## src/smd_image_defines.svh

```systemverilog
// constants for the stepper output image link and the controller registers
//
// Behaviour
// - output image is exactly ten bytes
// - byte 3 bit 0 picks direction, 1 forward
// - input query byte 3: 1 off-to-on edge
// - stop byte 4 bit 0: 1 hard stop
// - goto byte 4: home, mark, absolute target
// - bytes 5-8 carry value, low byte first
// - only one output mode acts at once
// - instant mode and position table mode exist
// - adapter sends stop before any other command
// - table index ignored in instant mode
// - code 0 no-op, table wait count
// - code 1 clears position, encoder too in encoder mode
// - code 2 loads value into mark register
// - goto ignored while motion still busy
`ifndef SMD_IMAGE_DEFINES_SVH
`define SMD_IMAGE_DEFINES_SVH

// image layout
`define IMG_BYTES       10
`define IMG_BITS        80
`define IMG_MODE_BYTE   0
`define IMG_INDEX_BYTE  1
`define IMG_CMD_BYTE    2
`define IMG_PARA1_BYTE  3
`define IMG_PARA2_BYTE  4
`define IMG_VALUE_BYTE  5
`define MODE_INSTANT    0
`define MODE_TAB_WRITE  1
`define MODE_BITS       5

// goto target selector values
`define TARGET_HOME     2'h0
`define TARGET_MARK     2'h1
`define TARGET_ABS      2'h2

// command status codes reported back to the adapter
`define STAT_OK         2'h0
`define STAT_ERROR      2'h1
`define STAT_BUSY       2'h2

// reset values
`define RST_MARK        32'h0000_0000
`define RST_HIZ         1'b1

// controller register offsets, control and status bit positions
`define REG_IMG_LAST    4'h9
`define REG_CTRL        4'hA
`define REG_STATUS      4'hB
`define CTRL_SEND_BIT   0
`define STS_PEND_BIT    0
`define STS_BUSY_BIT    1
`define STS_HIZ_BIT     2
`define STS_STOP_BIT    3
`define STS_CODE_LSB    4

`endif

```

## src/smd_image_pkg.sv

```systemverilog
// types shared by both ends of the stepper output image link
`include "smd_image_defines.svh"
package smd_image_pkg;

    // command codes in the low nibble of the command byte
    typedef enum logic [3:0] {
        CMD_NOP          = 4'h0,
        CMD_SET_HOME     = 4'h1,
        CMD_SET_MARK     = 4'h2,
        CMD_GOTO         = 4'h3,
        travel_in_direction_cmd = 4'h4,
        CMD_MOVE         = 4'h5,
        CMD_RUN          = 4'h6,
        CMD_INPUT_QUERY  = 4'h7,
        CMD_STOP         = 4'h8,
        CMD_GOTO_ENTRY   = 4'h9,
        CMD_CLEAR        = 4'hA,
        CMD_HIGH_Z       = 4'hB
    } cmd_t;

    typedef logic [`IMG_BITS-1:0] image_t;
    typedef logic [1:0]           status_t;

endpackage

```

## src/smd_image_if.sv

```systemverilog
// link between the network adapter end and the stepper module end
`timescale 1ns/1ps
interface smd_image_if;
    import smd_image_pkg::*;

    logic    img_valid;   // adapter offers a full image
    logic    img_ready;   // module can take an image
    image_t  img;         // ten image bytes, byte 0 in bits 7:0
    logic    st_busy;     // motion in progress
    logic    st_hiz;      // driver in high impedance
    status_t st_code;     // result of last command
    logic    st_done;     // one-cycle pulse, image decoded

    modport adapter
    (
        output img_valid, img,
        input  img_ready, st_busy, st_hiz, st_code, st_done
    );
    modport module_end
    (
        input  img_valid, img,
        output img_ready, st_busy, st_hiz, st_code, st_done
    );
endinterface

```

## src/smd_module_end.sv

```systemverilog
// stepper module end: takes images and decodes mode, command, parameters
`timescale 1ns/1ps
`include "smd_image_defines.svh"
module smd_module_end
(
    // clock and reset
    input  wire logic              i_sys_clk,
    input  wire logic              i_reset,
    // link
    smd_image_if.module_end        link,
    // motion core feedback
    input  wire logic              i_motion_busy,
    input  wire logic              i_encoder_mode,
    // decoded instant command
    output logic                   o_cmd_valid,
    output smd_image_pkg::cmd_t    o_cmd,
    output logic                   o_dir_fwd,
    output logic                   o_input_rise,
    output logic                   o_hard_stop,
    output logic      [1:0]        o_goto_target,
    output logic      [31:0]       o_value,
    // home, mark and high impedance
    output logic                   o_pos_clear,
    output logic                   o_enc_clear,
    output logic      [31:0]       o_mark_pos,
    output logic                   o_hiz,
    // position table operation
    output logic                   o_tab_valid,
    output logic      [3:0]        o_tab_op,
    output logic      [7:0]        o_tab_index
);
    import smd_image_pkg::*;

    typedef enum logic {
        M_IDLE   = 1'b0,
        M_DECODE = 1'b1
    } module_state_t;

    typedef struct packed {
        module_state_t state;
        image_t        img;
        logic          cmd_valid;
        cmd_t          cmd;
        logic          dir_fwd;
        logic          input_rise;
        logic          hard_stop;
        logic [1:0]    target;
        logic [31:0]   value;
        logic          pos_clear;
        logic          enc_clear;
        logic [31:0]   mark;
        logic          hiz;
        logic          tab_valid;
        logic [3:0]    tab_op;
        logic [7:0]    tab_index;
        status_t       code;
        logic          done;
    } module_t;

    module_t st;
    module_t next_st;

    // image fields, taken from fixed byte places
    logic [`MODE_BITS-1:0] mode;
    logic [3:0]            code_raw;
    logic [7:0]            para1;
    logic [7:0]            para2;
    logic [31:0]           value;
    logic                  one_mode;

    always_comb
    begin
        mode     = st.img[`IMG_MODE_BYTE*8 +: `MODE_BITS];
        code_raw = st.img[`IMG_CMD_BYTE*8 +: 4];
        para1    = st.img[`IMG_PARA1_BYTE*8 +: 8];
        para2    = st.img[`IMG_PARA2_BYTE*8 +: 8];
        // bytes 5..8, byte 5 least significant
        value    = st.img[`IMG_VALUE_BYTE*8 +: 32];
        // act only on a single mode bit
        one_mode = $onehot(mode);
    end

    // decode and command issue
    always_comb
    begin
        next_st = st;
        next_st.cmd_valid = 1'b0;
        next_st.pos_clear = 1'b0;
        next_st.enc_clear = 1'b0;
        next_st.tab_valid = 1'b0;
        next_st.done      = 1'b0;
        unique case (st.state)
            M_IDLE:
                if (link.img_valid)
                begin
                    // whole ten-byte image taken in one beat
                    next_st.img   = link.img;
                    next_st.state = M_DECODE;
                end
            M_DECODE:
            begin
                next_st.state = M_IDLE;
                next_st.done  = 1'b1;
                next_st.code  = `STAT_OK;
                // fields always follow the image for the motion core
                next_st.cmd        = cmd_t'(code_raw);
                next_st.dir_fwd    = para1[0];
                next_st.input_rise = para1[0];
                next_st.hard_stop  = para2[0];
                next_st.target     = para2[1:0];
                next_st.value      = value;
                if (!one_mode)
                    next_st.code = `STAT_ERROR;
                else if (mode[`MODE_INSTANT])
                begin
                    // instant mode runs at once; index left alone
                    next_st.cmd_valid = 1'b1;
                    unique case (code_raw)
                        CMD_NOP:
                            next_st.cmd_valid = 1'b0;
                        CMD_SET_HOME:
                        begin
                            next_st.pos_clear = 1'b1;
                            next_st.enc_clear = i_encoder_mode;
                        end
                        CMD_SET_MARK:
                            next_st.mark = value;
                        CMD_GOTO:
                            if (i_motion_busy)
                            begin
                                // refused until busy shows completion
                                next_st.cmd_valid = 1'b0;
                                next_st.code      = `STAT_BUSY;
                            end
                            else if (para2 > {6'h00, `TARGET_ABS})
                            begin
                                next_st.cmd_valid = 1'b0;
                                next_st.code      = `STAT_ERROR;
                            end
                        travel_in_direction_cmd, CMD_MOVE, CMD_RUN,
                        CMD_CLEAR:
                            next_st.cmd_valid = 1'b1;
                        CMD_STOP:
                            next_st.hiz = 1'b0;
                        CMD_HIGH_Z:
                            next_st.hiz = 1'b1;
                        default:
                        begin
                            // table-only codes and unused codes
                            next_st.cmd_valid = 1'b0;
                            next_st.code      = `STAT_ERROR;
                        end
                    endcase
                end
                else
                begin
                    // no-op in a table acts as wait, count in value
                    if (code_raw > CMD_HIGH_Z)
                        // refused entry leaves op and index as they were
                        next_st.code = `STAT_ERROR;
                    else
                    begin
                        // position table op: entry fields go with it
                        next_st.tab_valid = 1'b1;
                        next_st.tab_op    = mode[`MODE_BITS-1:`MODE_TAB_WRITE];
                        next_st.tab_index =
                            st.img[`IMG_INDEX_BYTE*8 +: 8];
                    end
                end
            end
        endcase
    end

    always_ff @(posedge i_sys_clk or posedge i_reset)
    begin
        if (i_reset)
        begin
            st       <= '0;
            st.state <= M_IDLE;
            st.mark  <= `RST_MARK;
            st.hiz   <= `RST_HIZ;   // driver starts in high impedance
        end
        else
            st <= next_st;
    end

    // ready only while idle, so one image at a time is decoded
    assign link.img_ready = (st.state == M_IDLE);
    assign link.st_busy   = i_motion_busy;
    assign link.st_hiz    = st.hiz;
    assign link.st_code   = st.code;
    assign link.st_done   = st.done;

    // registered user outputs
    assign o_cmd_valid   = st.cmd_valid;
    assign o_cmd         = st.cmd;
    assign o_dir_fwd     = st.dir_fwd;
    assign o_input_rise  = st.input_rise;
    assign o_hard_stop   = st.hard_stop;
    assign o_goto_target = st.target;
    assign o_value       = st.value;
    assign o_pos_clear   = st.pos_clear;
    assign o_enc_clear   = st.enc_clear;
    assign o_mark_pos    = st.mark;
    assign o_hiz         = st.hiz;
    assign o_tab_valid   = st.tab_valid;
    assign o_tab_op      = st.tab_op;
    assign o_tab_index   = st.tab_index;
endmodule

```

## src/flat_wrapper.sv

```systemverilog
// flat-port wrapper written by rule: the top's interface ports become plain ports
module smd_module_end_flat import smd_image_pkg::*;
  (i_sys_clk, i_reset, i_motion_busy, i_encoder_mode, o_cmd_valid, o_cmd, o_dir_fwd, o_input_rise, o_hard_stop, o_goto_target, o_value, o_pos_clear, o_enc_clear, o_mark_pos, o_hiz, o_tab_valid, o_tab_op, o_tab_index, link_img_valid, link_img, link_img_ready, link_st_busy, link_st_hiz, link_st_code, link_st_done);
  smd_image_if link_i ();
  input  wire logic i_sys_clk;
  input  wire logic i_reset;
  input  wire logic i_motion_busy;
  input  wire logic i_encoder_mode;
  output logic o_cmd_valid;
  output smd_image_pkg::cmd_t o_cmd;
  output logic o_dir_fwd;
  output logic o_input_rise;
  output logic o_hard_stop;
  output logic      [1:0] o_goto_target;
  output logic      [31:0] o_value;
  output logic o_pos_clear;
  output logic o_enc_clear;
  output logic      [31:0] o_mark_pos;
  output logic o_hiz;
  output logic o_tab_valid;
  output logic      [3:0] o_tab_op;
  output logic      [7:0] o_tab_index;
  input wire logic [$bits(link_i.img_valid)-1:0] link_img_valid;
  input wire logic [$bits(link_i.img)-1:0] link_img;
  output wire logic [$bits(link_i.img_ready)-1:0] link_img_ready;
  output wire logic [$bits(link_i.st_busy)-1:0] link_st_busy;
  output wire logic [$bits(link_i.st_hiz)-1:0] link_st_hiz;
  output wire logic [$bits(link_i.st_code)-1:0] link_st_code;
  output wire logic [$bits(link_i.st_done)-1:0] link_st_done;
  assign link_i.img_valid = link_img_valid;
  assign link_i.img = link_img;
  assign link_img_ready = link_i.img_ready;
  assign link_st_busy = link_i.st_busy;
  assign link_st_hiz = link_i.st_hiz;
  assign link_st_code = link_i.st_code;
  assign link_st_done = link_i.st_done;
  smd_module_end u_core (.i_sys_clk(i_sys_clk), .i_reset(i_reset), .link(link_i), .i_motion_busy(i_motion_busy), .i_encoder_mode(i_encoder_mode), .o_cmd_valid(o_cmd_valid), .o_cmd(o_cmd), .o_dir_fwd(o_dir_fwd), .o_input_rise(o_input_rise), .o_hard_stop(o_hard_stop), .o_goto_target(o_goto_target), .o_value(o_value), .o_pos_clear(o_pos_clear), .o_enc_clear(o_enc_clear), .o_mark_pos(o_mark_pos), .o_hiz(o_hiz), .o_tab_valid(o_tab_valid), .o_tab_op(o_tab_op), .o_tab_index(o_tab_index));
endmodule
```

## config.mk

```make
export PLATFORM = sky130hd
export DESIGN_NAME = smd_module_end_flat
export DESIGN_NICKNAME = d
export VERILOG_FILES = /design/src/smd_image_pkg.sv /design/src/smd_image_if.sv /design/src/smd_module_end.sv /design/src/flat_wrapper.sv
export VERILOG_INCLUDE_DIRS = /design/src
export SDC_FILE = /design/constraint.sdc
export NUM_CORES = 1
export LEC_CHECK = 0
export BUFFER_PORTS_ARGS = -buffer_cell sky130_fd_sc_hd__buf_2
export CELL_PAD_IN_SITES_DETAIL_PLACEMENT = 0
export CELL_PAD_IN_SITES_GLOBAL_PLACEMENT = 1
export CORE_ASPECT_RATIO = 0.6
export CORE_MARGIN = 4
export CORE_UTILIZATION = 42
export DETAILED_ROUTE_END_ITERATION = 16
export MAX_ROUTING_LAYER = met4
export PLACE_DENSITY_LB_ADDON = 0.1
export SLEW_MARGIN = 20
export SYNTH_ARGS = -nofsm -noshare
export SYNTH_HDL_FRONTEND = slang
export SYNTH_SLANG_ARGS = --single-unit
```

## constraint.sdc

```tcl
create_clock -name i_sys_clk -period 6.5 [get_ports i_sys_clk]
set_clock_uncertainty 0.2 [all_clocks]
set_input_delay 1.3 -clock i_sys_clk [delete_from_list [all_inputs] [get_ports i_sys_clk]]
set_output_delay 1.3 -clock i_sys_clk [all_outputs]
set_load 0.01 [all_outputs]
```

* Word-level counts from Yosys, hierarchy flattened *
Cells that the tools add are included.

cells by class
  add/sub/neg operators = 4
  $lt $le $gt $ge = 2
  equal/unequal tests = 10
  muxes and demuxes = 21
  bitwise logic cells = 3
  reductions and logical operators = 8

operators by type and width
  operator                                                                         number
  93-bit 2-to-1 mux                                                                1
  81-bit 2-to-1 mux                                                                1
  48-bit 2-to-1 mux                                                                1
  35-bit 2-to-1 mux                                                                1
  32-bit 2-to-1 mux                                                                1
  13-bit 2-to-1 mux                                                                2
  4-bit by 3-bit == test with 1-bit output, second input constant                  3
  4-bit == test, second input constant                                             3
  4-bit AND reduction                                                              3
  9-bit OR reduction                                                               1
  4-bit by 2-bit == test with 1-bit output, second input constant                  2
  8-bit by 2-bit greater-than comparator with 1-bit output, second input constant  1
  2-bit 2-to-1 mux                                                                 4
  8-bit OR reduction                                                               1
  1-bit 2-to-1 mux                                                                 6
  1-bit case mux with 2 select lines                                               3
  1-bit by 1-bit adder with 2-bit output                                           2
  4-bit by 1-bit == test with 1-bit output, second input constant                  1
  4-bit greater-than comparator, second input constant                             1
  4-bit zero test                                                                  1
  2-bit case mux with 2 select lines                                               1
  3-bit by 1-bit adder with 3-bit output                                           1
  3-bit adder                                                                      1
  3-bit by 1-bit == test with 1-bit output, second input constant                  1
  3 further kinds                                                                  5

storage, ports and cells
  bits in registers = 173
  input bits = 85
  output and inout port bits = 96
  word-level logic and storage cells = 65

* Depth between registers and ports, before layout *
Gate-level depths: netlist (run 1).

  word-level depth = 7
  depth in mapped cells = 9
  mapped depth without buffers = 7

* Worst setup path after synthesis (run 1) *
Ideal clock, no wire load.

  path type = register -> register
  start = register u_core.st, in the netlist u_core.mode[0]
  end = register u_core.st, in the netlist u_core.o_mark_pos[0]
  setup time = 0.125 ns
  arrival = 2.617 ns
  required time = 6.175 ns
  slack = 3.557 ns
  cell stages (with the launch flop) = 10
  path buffers = 2
  period minus slack after synthesis = 2.943 ns
  path through = dfrtp_1 -> ha_1 -> inv_1 -> fa_1 -> fa_1 -> and4b_1 -> buf_4 -> nand4_4 -> buf_6 -> mux2_4

between the ends
  word-level cells in the longest chain between the ends = 5

ends and longest elaborated chain
  item                                                          line                   RTL
  start: declaration                                            smd_module_end.sv:60   module_t st;
  start signal: assignment                                      smd_module_end.sv:184  st <= next_st;
  1-bit by 1-bit adder with 2-bit output (not written as such)  smd_module_end.sv:80   one_mode = $onehot(mode);
  3-bit adder (not written as such)                             smd_module_end.sv:80
  3-bit by 1-bit adder with 3-bit output (not written as such)  smd_module_end.sv:80
  3-bit by 1-bit == test with 1-bit output                      smd_module_end.sv:80
  4-bit AND reduction (no line) *                               n/a

Mark *: on every way between the ends. The rest lies on a longest branch, timed or not.
A chain may end at the register's enable or synchronous reset.

* Worst setup path in the final report (run 1) *
  start = register u_core.st, in the netlist u_core.mode[0]
  end = register u_core.st, in the netlist u_core.o_mark_pos[16]

Same word-level chain as after synthesis.

==> metrics.txt, run 1 <==
# TYPE chip_impl_metric gauge
chip_impl_info{name="result_of_the_run",value="finished, final reports clean"} 1
chip_impl_metric{name="count_of_mapped_cells_out_of_synthesis",unit=""} 446
chip_impl_metric{name="synthMuxAreaShare",unit=""} 0.255
chip_impl_metric{name="timing.final.setup_violations",unit=""} 0
chip_impl_metric{name="design.die.area",unit="µm²"} 17800
chip_impl_metric{name="clk_transition_reported_paths",unit="ns"} 0.06
chip_impl_metric{name="groute.usage.overall",unit=""} 0.153
chip_impl_metric{name="coreArea",unit="µm²"} 15300
chip_impl_info{name="critical_path.endpoint_type",value="flop"} 1
chip_impl_metric{name="ff_latch_area",unit="µm²"} 3760
chip_impl_metric{name="power.density",unit="nW/µm²"} 373
chip_impl_metric{name="place.detailed.hpwl",unit="µm"} 8690
chip_impl_info{name="timing.critical_path.from_type",value="flop"} 1
chip_impl_metric{name="floorplan.die.width",unit="µm"} 169
chip_impl_metric{name="pre_cts_worst_setup_slack",unit="ns"} 2.56
chip_impl_metric{name="vias_per_cell",unit=""} 4.71
chip_impl_metric{name="drcViolationCount",unit=""} 0
chip_impl_metric{name="ys_warn_count",unit=""} 0
chip_impl_metric{name="ys_seq_area_frac",unit=""} 0.572
chip_impl_metric{name="first_global_vias",unit=""} 3804
chip_impl_metric{name="rows",unit=""} 35
chip_impl_metric{name="synth_simple_gate_area_share",unit=""} 0.0246
chip_impl_metric{name="m1WireLength",unit="µm"} 5980
chip_impl_metric{name="highest_achievable_clock_rate",unit="MHz"} 254
chip_impl_metric{name="max-clock-path-buffers",unit=""} 2
chip_impl_metric{name="antenna_found_initial",unit=""} 1
chip_impl_metric{name="routed_length_per_placed_instance",unit="µm"} 17.3
chip_impl_metric{name="detailroute.via_count",unit=""} 3469
chip_impl_metric{name="synthAdderAreaFrac",unit=""} 0.00991
chip_impl_metric{name="clk-insertion-delay-late",unit="ns"} 0.41
chip_impl_info{name="worst_hold_path_type",value="reg2reg"} 1
chip_impl_metric{name="dr.pass1.iters",unit=""} 4
chip_impl_info{name="top_routing_layer_used",value="met4"} 1
chip_impl_metric{name="yosysUniqueCellTypes",unit=""} 38
chip_impl_metric{name="gp_routability_congestion",unit=""} 0.737
chip_impl_metric{name="synth.net_count",unit=""} 535
chip_impl_metric{name="hold_violations",unit=""} 0
chip_impl_metric{name="worstPathMaxFanout",unit=""} 32
chip_impl_info{name="tritoncts",value="done"} 1
chip_impl_metric{name="post-cts-setup-buffers",unit=""} 0
chip_impl_metric{name="buffer_ports.inserted",unit=""} 158
chip_impl_metric{name="leakage",unit="nW"} 3.69
chip_impl_metric{name="syn2layout_area_growth",unit="%"} 13.6
chip_impl_metric{name="cts_repair_resize_count",unit=""} 0
chip_impl_info{name="path_delay_family",value="adder cells"} 1
chip_impl_info{name="root_buffer",value="sky130_fd_sc_hd__clkbuf_16"} 1
chip_impl_metric{name="hold_ws",unit="ns"} 0.291
chip_impl_metric{name="fillers",unit=""} 1424
chip_impl_metric{name="placedInstanceArea",unit="µm²"} 6880
chip_impl_metric{name="max_cap_violations",unit=""} 0
chip_impl_metric{name="finalNetCount",unit=""} 609
chip_impl_metric{name="worst-endpoint-required",unit="ns"} 6.59
chip_impl_metric{name="synth-compound-area-share",unit=""} 0.0133
chip_impl_metric{name="h_tree_depth_reported_by_cts",unit=""} 4
chip_impl_metric{name="io_pins",unit=""} 181
chip_impl_info{name="path_cells",value="ha_1 > inv_1 > fa_1 > fa_1 > and4b_1 > nand4_4 > mux2_4"} 1
chip_impl_metric{name="start_util",unit=""} 0.428
chip_impl_metric{name="design_area",unit="µm²"} 7460
chip_impl_metric{name="number_of_nets_with_antenna_violations_after_detailed_routing",unit=""} 0
chip_impl_metric{name="synth-edff-count",unit=""} 0
chip_impl_metric{name="cts_sink_count",unit=""} 150
chip_impl_metric{name="ratio_of_final_minimum_period_to_clock_period",unit=""} 0.605
chip_impl_info{name="synth_top_family_by_area",value="multiplexers"} 1
chip_impl_metric{name="syn-cell-area",unit="µm²"} 6570
chip_impl_metric{name="die_height",unit="µm"} 105
chip_impl_metric{name="final_max_slew_viol_count",unit=""} 0
chip_impl_info{name="cell_type_of_the_slowest_stage_on_the_worst_timing_path",value="sky130_fd_sc_hd__nand4_4"} 1
chip_impl_info{name="path_common_cell",value="sky130_fd_sc_hd__fa_1"} 1
chip_impl_metric{name="critPathArrivalTime",unit="ns"} 4.02
chip_impl_metric{name="crit_path_max_incr_delay",unit="ns"} 0.78
chip_impl_metric{name="drive_above_1_share",unit=""} 0.635
chip_impl_info{name="timing.setup.critical_path_class",value="reg2reg"} 1
chip_impl_info{name="setup_repair_after_global_routing_missed_its_margin",value="no"} 1
chip_impl_metric{name="power.ir.vdd_worst",unit="mV"} 0.187
chip_impl_metric{name="grt_first_pass_wirelength",unit="µm"} 20600
chip_impl_info{name="synth_flop_cell",value="sky130_fd_sc_hd__dfrtp_1"} 1
chip_impl_metric{name="finalWirelength",unit="µm"} 12700
chip_impl_metric{name="setup_ws",unit="ns"} 2.57
chip_impl_metric{name="met2WireLength",unit="µm"} 5660
chip_impl_metric{name="synthesis.area_per_instance",unit="µm²"} 14.7
chip_impl_metric{name="detailedRoute.firstIterationViolations",unit=""} 126
chip_impl_metric{name="fin_crit",unit="ns"} 3.93
chip_impl_metric{name="grt_start_max_net_pins",unit=""} 103
chip_impl_metric{name="area_occupied_by_multi_input_gates",unit="µm²"} 2010
chip_impl_metric{name="met3RoutedLength",unit="µm"} 1000
chip_impl_metric{name="share_of_synthesized_registers_carrying_an_async_set_or_reset",unit=""} 1.00
chip_impl_metric{name="maxSlewHeadroom",unit=""} 0.375
chip_impl_metric{name="critical_path_buffer_and_inverter_count",unit=""} 1
chip_impl_metric{name="synth.ff_latch_count",unit=""} 150
chip_impl_metric{name="number_of_buffers_inserted_by_hold_repair_at_cts",unit=""} 0
chip_impl_metric{name="tritoncts.num_buffers",unit=""} 17
chip_impl_metric{name="worst-slew-pin-transition",unit="ns"} 0.936
chip_impl_metric{name="final.setup.tns",unit="ns"} 0
chip_impl_metric{name="synthXorXnorAreaFrac",unit=""} 0.00133
chip_impl_metric{name="grt_remaining_overflow",unit=""} 0
## worst min-delay path, stage by stage (launching register included)
cell and delay [ns]:
sky130_fd_sc_hd__dfstp_2 0.37, sky130_fd_sc_hd__inv_1 0.06, sky130_fd_sc_hd__a2bb2oi_1 0.05
## stage by stage
stage / std cells / power (mW) / utilization
4_1_cts: 735 / 2.83 / 0.487
6_report: 736 / 2.78 / 0.487
3_3_place_gp: 704 / 1.83 / 0.449
3_5_place_dp: 704 / 1.85 / 0.449
2_1_floorplan: 446 / 1.79 / -
5_1_grt: 736 / 2.93 / 0.487
## flip-flops by register name (all words and copies together), names as in the netlist, 2 cells and up
| signal | cells |
|---|---|
| u_core.code_raw | 4 |
| u_core.link.st_code | 2 |
| u_core.mode | 5 |
| u_core.o_cmd | 4 |
| u_core.o_goto_target | 2 |
| u_core.o_mark_pos | 32 |
| u_core.o_tab_index | 8 |
| u_core.o_tab_op | 4 |
| u_core.o_value | 32 |
| u_core.para2 | 8 |
| u_core.st | 41 |
## cell families after synthesis
family                   count (synthesis)
multiplexers                           139
AND/OR/NAND/NOR                         22
AO/OA/AOI/OAI                           12
flip-flops                             150
adder cells (fa/ha/maj)                  4
XOR/XNOR                                 1
buffers and inverters                  118
## area by class of cell
cell class              instances  share of cell area
well taps                     203              0.0340
repair buffers                161               0.109
flip-flops and latches        150               0.503
clock inverters                13              0.0200
diodes                          1            0.000335
clock buffers                  18              0.0575
multi-input cells             178               0.269
inverters                      12             0.00671
## metal layers
layer  track usage  up-vias
met5             -        -
met4        0.0396        0
met3        0.0590       12
met2         0.223       97
met1         0.203     1759
li1              -     1601
## cell usage after synthesis, types with 2 or more instances
master,number,share of area
sky130_fd_sc_hd__fa_1,2,0.0061
sky130_fd_sc_hd__buf_4,89,0.10
sky130_fd_sc_hd__clkbuf_1,5,0.0029
sky130_fd_sc_hd__nand2_1,6,0.0034
sky130_fd_sc_hd__nor2b_1,2,0.0019
sky130_fd_sc_hd__nand3_1,2,0.0015
sky130_fd_sc_hd__mux2_2,108,0.19
sky130_fd_sc_hd__inv_1,12,0.0069
sky130_fd_sc_hd__dfrtp_1,149,0.57
sky130_fd_sc_hd__ha_1,2,0.0038
sky130_fd_sc_hd__buf_2,9,0.0069
sky130_fd_sc_hd__buf_6,3,0.0051
sky130_fd_sc_hd__o21ai_0,3,0.0023
sky130_fd_sc_hd__mux2_4,30,0.069
## report_power, final
part | switching (mW) | internal (mW) | total [mW]
registers | 0.120 | 1.13 | 1.25
logic | 0.252 | 0.310 | 0.562
clock network | 0.397 | 0.569 | 0.966
## path summary, 6_finish.rpt
kind,cells after the start,startpoint,end,slack (ns)
max,7,u_core.mode[0],u_core.o_mark_pos[16],2.57
min,2,u_core.link.st_hiz,u_core.link.st_hiz,0.29
max reg2reg,7,u_core.mode[0],u_core.o_mark_pos[16],2.57
min reg2reg,2,u_core.link.st_hiz,u_core.link.st_hiz,0.29
max in group asynchronous,3,i_reset,u_core.st[173],4.00
min in group asynchronous,2,i_reset,u_core.o_mark_pos[15],0.86
## placed cells by master, fill, tap and decap left out, drive strengths merged, types with 2 or more instances in the layout
| cell | netlist | routed |
|---|---|---|
| buf | 101 | 161 |
| dfrtp | 149 | 149 |
| mux2 | 138 | 138 |
| clkbuf | 5 | 18 |
| inv | 12 | 16 |
| nand2 | 6 | 6 |
| clkinvlp | 0 | 5 |
| o21ai | 3 | 3 |
| nand3 | 2 | 2 |
| fa | 2 | 2 |
| ha | 2 | 2 |
| bufinv | 0 | 2 |
| nand4 | 2 | 2 |
| nor2b | 2 | 2 |
| clkinv | 0 | 2 |
Power figures use the tool's default switching activity.
==> inputs of run 2 (changes only) <==
--- a/config.mk
+++ b/config.mk
@@ -11,7 +11,7 @@
 export CELL_PAD_IN_SITES_GLOBAL_PLACEMENT = 1
 export CORE_ASPECT_RATIO = 0.6
 export CORE_MARGIN = 4
-export CORE_UTILIZATION = 42
+export CORE_UTILIZATION = 38
 export DETAILED_ROUTE_END_ITERATION = 16
 export MAX_ROUTING_LAYER = met4
 export PLACE_DENSITY_LB_ADDON = 0.1
==> constraint.sdc (replaced) <==
create_clock -name i_sys_clk -period 3.5 [get_ports i_sys_clk]
set_clock_uncertainty 0.2 [all_clocks]
set_input_delay 0.7 -clock i_sys_clk [delete_from_list [all_inputs] [get_ports i_sys_clk]]
set_output_delay 0.7 -clock i_sys_clk [all_outputs]
set_load 0.01 [all_outputs]
==> run 2 against run 1 <==
Core utilization down 3.0 points. Highest routed layer unchanged. Sequential power up 86%. Largest cell class unchanged. Worst setup slack worse by 2.3 ns. Non-clock buffer count increased by 6. Largest power group unchanged. Sequential share of layout area down 0.68 points. Via count is 0.32% higher. Hold slack got worse by 0.25 ns. Routed wire length grew 3.3%. Flip-flop and latch count stayed put.
==> metrics.txt, run 2 (synthesis results as in run 1) <==
# TYPE chip_impl_metric gauge
chip_impl_metric{name="design.die.area",unit="µm²"} 19500
chip_impl_metric{name="maxSlewHeadroom",unit=""} 0.547
chip_impl_metric{name="drive_above_1_share",unit=""} 0.640
chip_impl_info{name="setup_repair_after_global_routing_missed_its_margin",value="no"} 1
chip_impl_metric{name="coreArea",unit="µm²"} 16600
chip_impl_metric{name="design_area",unit="µm²"} 7560
chip_impl_info{name="root_buffer",value="sky130_fd_sc_hd__clkbuf_16"} 1
chip_impl_metric{name="dp.cells",unit=""} 735
chip_impl_metric{name="max_cap_violations",unit=""} 0
chip_impl_metric{name="post-cts-setup-buffers",unit=""} 0
chip_impl_metric{name="ratio_of_final_minimum_period_to_clock_period",unit=""} 0.918
chip_impl_info{name="timing.setup.critical_path_class",value="reg2reg"} 1
chip_impl_metric{name="number_of_buffers_inserted_by_hold_repair_at_cts",unit=""} 0
chip_impl_metric{name="reg2reg_slack",unit="ns"} 0.29
chip_impl_metric{name="groute.usage.overall",unit=""} 0.144
chip_impl_metric{name="cts_repair_resize_count",unit=""} 0
chip_impl_info{name="worst_hold_path_type",value="in2async"} 1
chip_impl_metric{name="timing.final.setup_violations",unit=""} 0
chip_impl_metric{name="hold_violations",unit=""} 0
chip_impl_metric{name="leakage",unit="nW"} 3.74
chip_impl_metric{name="grt_remaining_overflow",unit=""} 0
chip_impl_info{name="launch_instance_of_the_worst_register_to_register_path",value="u_core.mode[1]"} 1
chip_impl_metric{name="r2r.worst_path.cells",unit=""} 8
chip_impl_metric{name="max-clock-path-buffers",unit=""} 2
chip_impl_metric{name="vias_per_cell",unit=""} 4.53
chip_impl_metric{name="final.setup.tns",unit="ns"} 0
chip_impl_metric{name="detailedRoute.firstIterationViolations",unit=""} 96
chip_impl_metric{name="placedInstanceArea",unit="µm²"} 6980
chip_impl_metric{name="dr.pass1.iters",unit=""} 4
chip_impl_metric{name="finalWirelength",unit="µm"} 13200
chip_impl_metric{name="power.density",unit="nW/µm²"} 683
chip_impl_metric{name="buffer_ports.inserted",unit=""} 158
chip_impl_metric{name="io_pins",unit=""} 181
chip_impl_metric{name="postLayoutCoreUtil",unit=""} 0.456
chip_impl_info{name="layout_common_cells",value="sky130_fd_sc_hd__buf_2 (158), sky130_fd_sc_hd__dfrtp_1 (148), sky130_fd_sc_hd__mux2_2 (108), sky130_fd_sc_hd__mux2_4 (30), sky130_fd_sc_hd__clkbuf_16 (17)"} 1
chip_impl_metric{name="clk_transition_reported_paths",unit="ns"} 0.07
chip_impl_metric{name="routed_length_per_placed_instance",unit="µm"} 17.1
chip_impl_metric{name="floorplan.die.width",unit="µm"} 178
chip_impl_info{name="layout.cells.most_common",value="sky130_fd_sc_hd__buf_2"} 1
chip_impl_metric{name="tritoncts.num_buffers",unit=""} 17
chip_impl_metric{name="fin_crit",unit="ns"} 3.21
chip_impl_metric{name="first_global_vias",unit=""} 3749
chip_impl_metric{name="grt_first_pass_wirelength",unit="µm"} 20700
chip_impl_metric{name="place.detailed.hpwl",unit="µm"} 9020
chip_impl_info{name="result_of_the_run",value="finished, final reports clean"} 1
chip_impl_metric{name="clk-insertion-delay-late",unit="ns"} 0.41
chip_impl_metric{name="drcViolationCount",unit=""} 0
chip_impl_metric{name="antenna_found_initial",unit=""} 2
chip_impl_metric{name="final_max_slew_viol_count",unit=""} 0
chip_impl_metric{name="grt_start_max_net_pins",unit=""} 79
chip_impl_metric{name="detailroute.via_count",unit=""} 3480
chip_impl_metric{name="syn2layout_area_growth",unit="%"} 15.2
chip_impl_metric{name="power.ir.vdd_worst",unit="mV"} 0.340
chip_impl_metric{name="worst-endpoint-required",unit="ns"} 3.59
chip_impl_info{name="crit-reg2reg-capture",value="u_core.o_mark_pos[6]"} 1
chip_impl_metric{name="largest_reg_flops",unit=""} 41
chip_impl_metric{name="rows",unit=""} 36
chip_impl_metric{name="worstPathMaxFanout",unit=""} 32
chip_impl_metric{name="cts_sink_count",unit=""} 150
chip_impl_metric{name="start_util",unit=""} 0.396
chip_impl_metric{name="finalNetCount",unit=""} 615
chip_impl_metric{name="highest_achievable_clock_rate",unit="MHz"} 311
chip_impl_metric{name="critPathArrivalTime",unit="ns"} 3.30
chip_impl_metric{name="number_of_nets_with_antenna_violations_after_detailed_routing",unit=""} 0
chip_impl_metric{name="fin_cells",unit=""} 769
chip_impl_metric{name="h_tree_depth_reported_by_cts",unit=""} 4
chip_impl_metric{name="die_height",unit="µm"} 110
chip_impl_metric{name="worst-slew-pin-transition",unit="ns"} 0.680
chip_impl_info{name="critical_path.endpoint_type",value="flop"} 1
chip_impl_info{name="timing.critical_path.from_type",value="flop"} 1
chip_impl_metric{name="gp_routability_congestion",unit=""} 0.740
chip_impl_info{name="regMostFlops",value="u_core.st"} 1
chip_impl_info{name="tritoncts",value="done"} 1
run 2: changes by cell type in the layout (fill, tap and decap cells not counted):
| cell | delta |
|---|---|
| sky130_fd_sc_hd__diode_2 | +1 |
| sky130_fd_sc_hd__clkinv_2 | -1 |
| sky130_fd_sc_hd__clkinv_4 | +3 |
| sky130_fd_sc_hd__inv_6 | +1 |
| sky130_fd_sc_hd__clkinvlp_4 | -2 |
| sky130_fd_sc_hd__buf_4 | +4 |
| sky130_fd_sc_hd__bufinv_16 | -1 |
| sky130_fd_sc_hd__buf_12 | +2 |
| sky130_fd_sc_hd__clkbuf_8 | +1 |
run 2: worst max-delay path, cell delays in order (launching register included):
cell,delay [ns]
sky130_fd_sc_hd__dfrtp_1,0.39
sky130_fd_sc_hd__ha_1,0.28
sky130_fd_sc_hd__inv_1,0.05
sky130_fd_sc_hd__fa_1,0.44
sky130_fd_sc_hd__fa_1,0.43
sky130_fd_sc_hd__and4b_1,0.22
sky130_fd_sc_hd__nand4_4,0.10
sky130_fd_sc_hd__buf_4,0.53
sky130_fd_sc_hd__mux2_2,0.40
run 2: layout make-up:
cell class	instances	area (µm²)
fillers	1527	9010
flip-flops and latches	150	3760
multi-input cells	178	2010
repair buffers	167	883
clock buffers	19	443
well taps	228	285
clock inverters	13	135
inverters	12	48.8
diodes	2	5.00
run 2: metrics by stage:
stage                     power, mW  hold WS (ns)  worst slack (ns)
final                          5.16        0.0460             0.289
after global routing           5.46        0.0461             0.154
after CTS                      5.25        0.0289             0.256
after detailed placement       3.45         0.290             0.285
after global placement         3.41         0.283             0.308
after floorplan                3.33         0.149             0.557
run 2: worst max-delay path by stage:
stage                           end  cells past startpoint  slack, ns           start
5_1_grt        u_core.o_mark_pos[6]                      8       0.15  u_core.mode[1]
3_3_place_gp   u_core.o_mark_pos[5]                      8       0.31  u_core.mode[1]
4_1_cts        u_core.o_mark_pos[6]                      8       0.26  u_core.mode[1]
2_1_floorplan  u_core.o_mark_pos[0]                      9       0.56  u_core.mode[0]
6_report       u_core.o_mark_pos[6]                      8       0.29  u_core.mode[1]
3_5_place_dp   u_core.o_mark_pos[6]                      8       0.28  u_core.mode[1]
run 2: per-layer routing:
layer  vias up  GRT usage  wire (µm)
met1      1757      0.190       6200
li1       1617          -          -
met3        12     0.0536       1000
met4         0     0.0430        116
met5         -          -          0
met2        94      0.207       5850
run 2: power by group:
part           switching [mW]  total, mW  internal (mW)
logic                   0.486       1.07          0.586
clock network           0.753       1.77           1.02
registers               0.217       2.32           2.10
total                    1.46       5.16           3.71
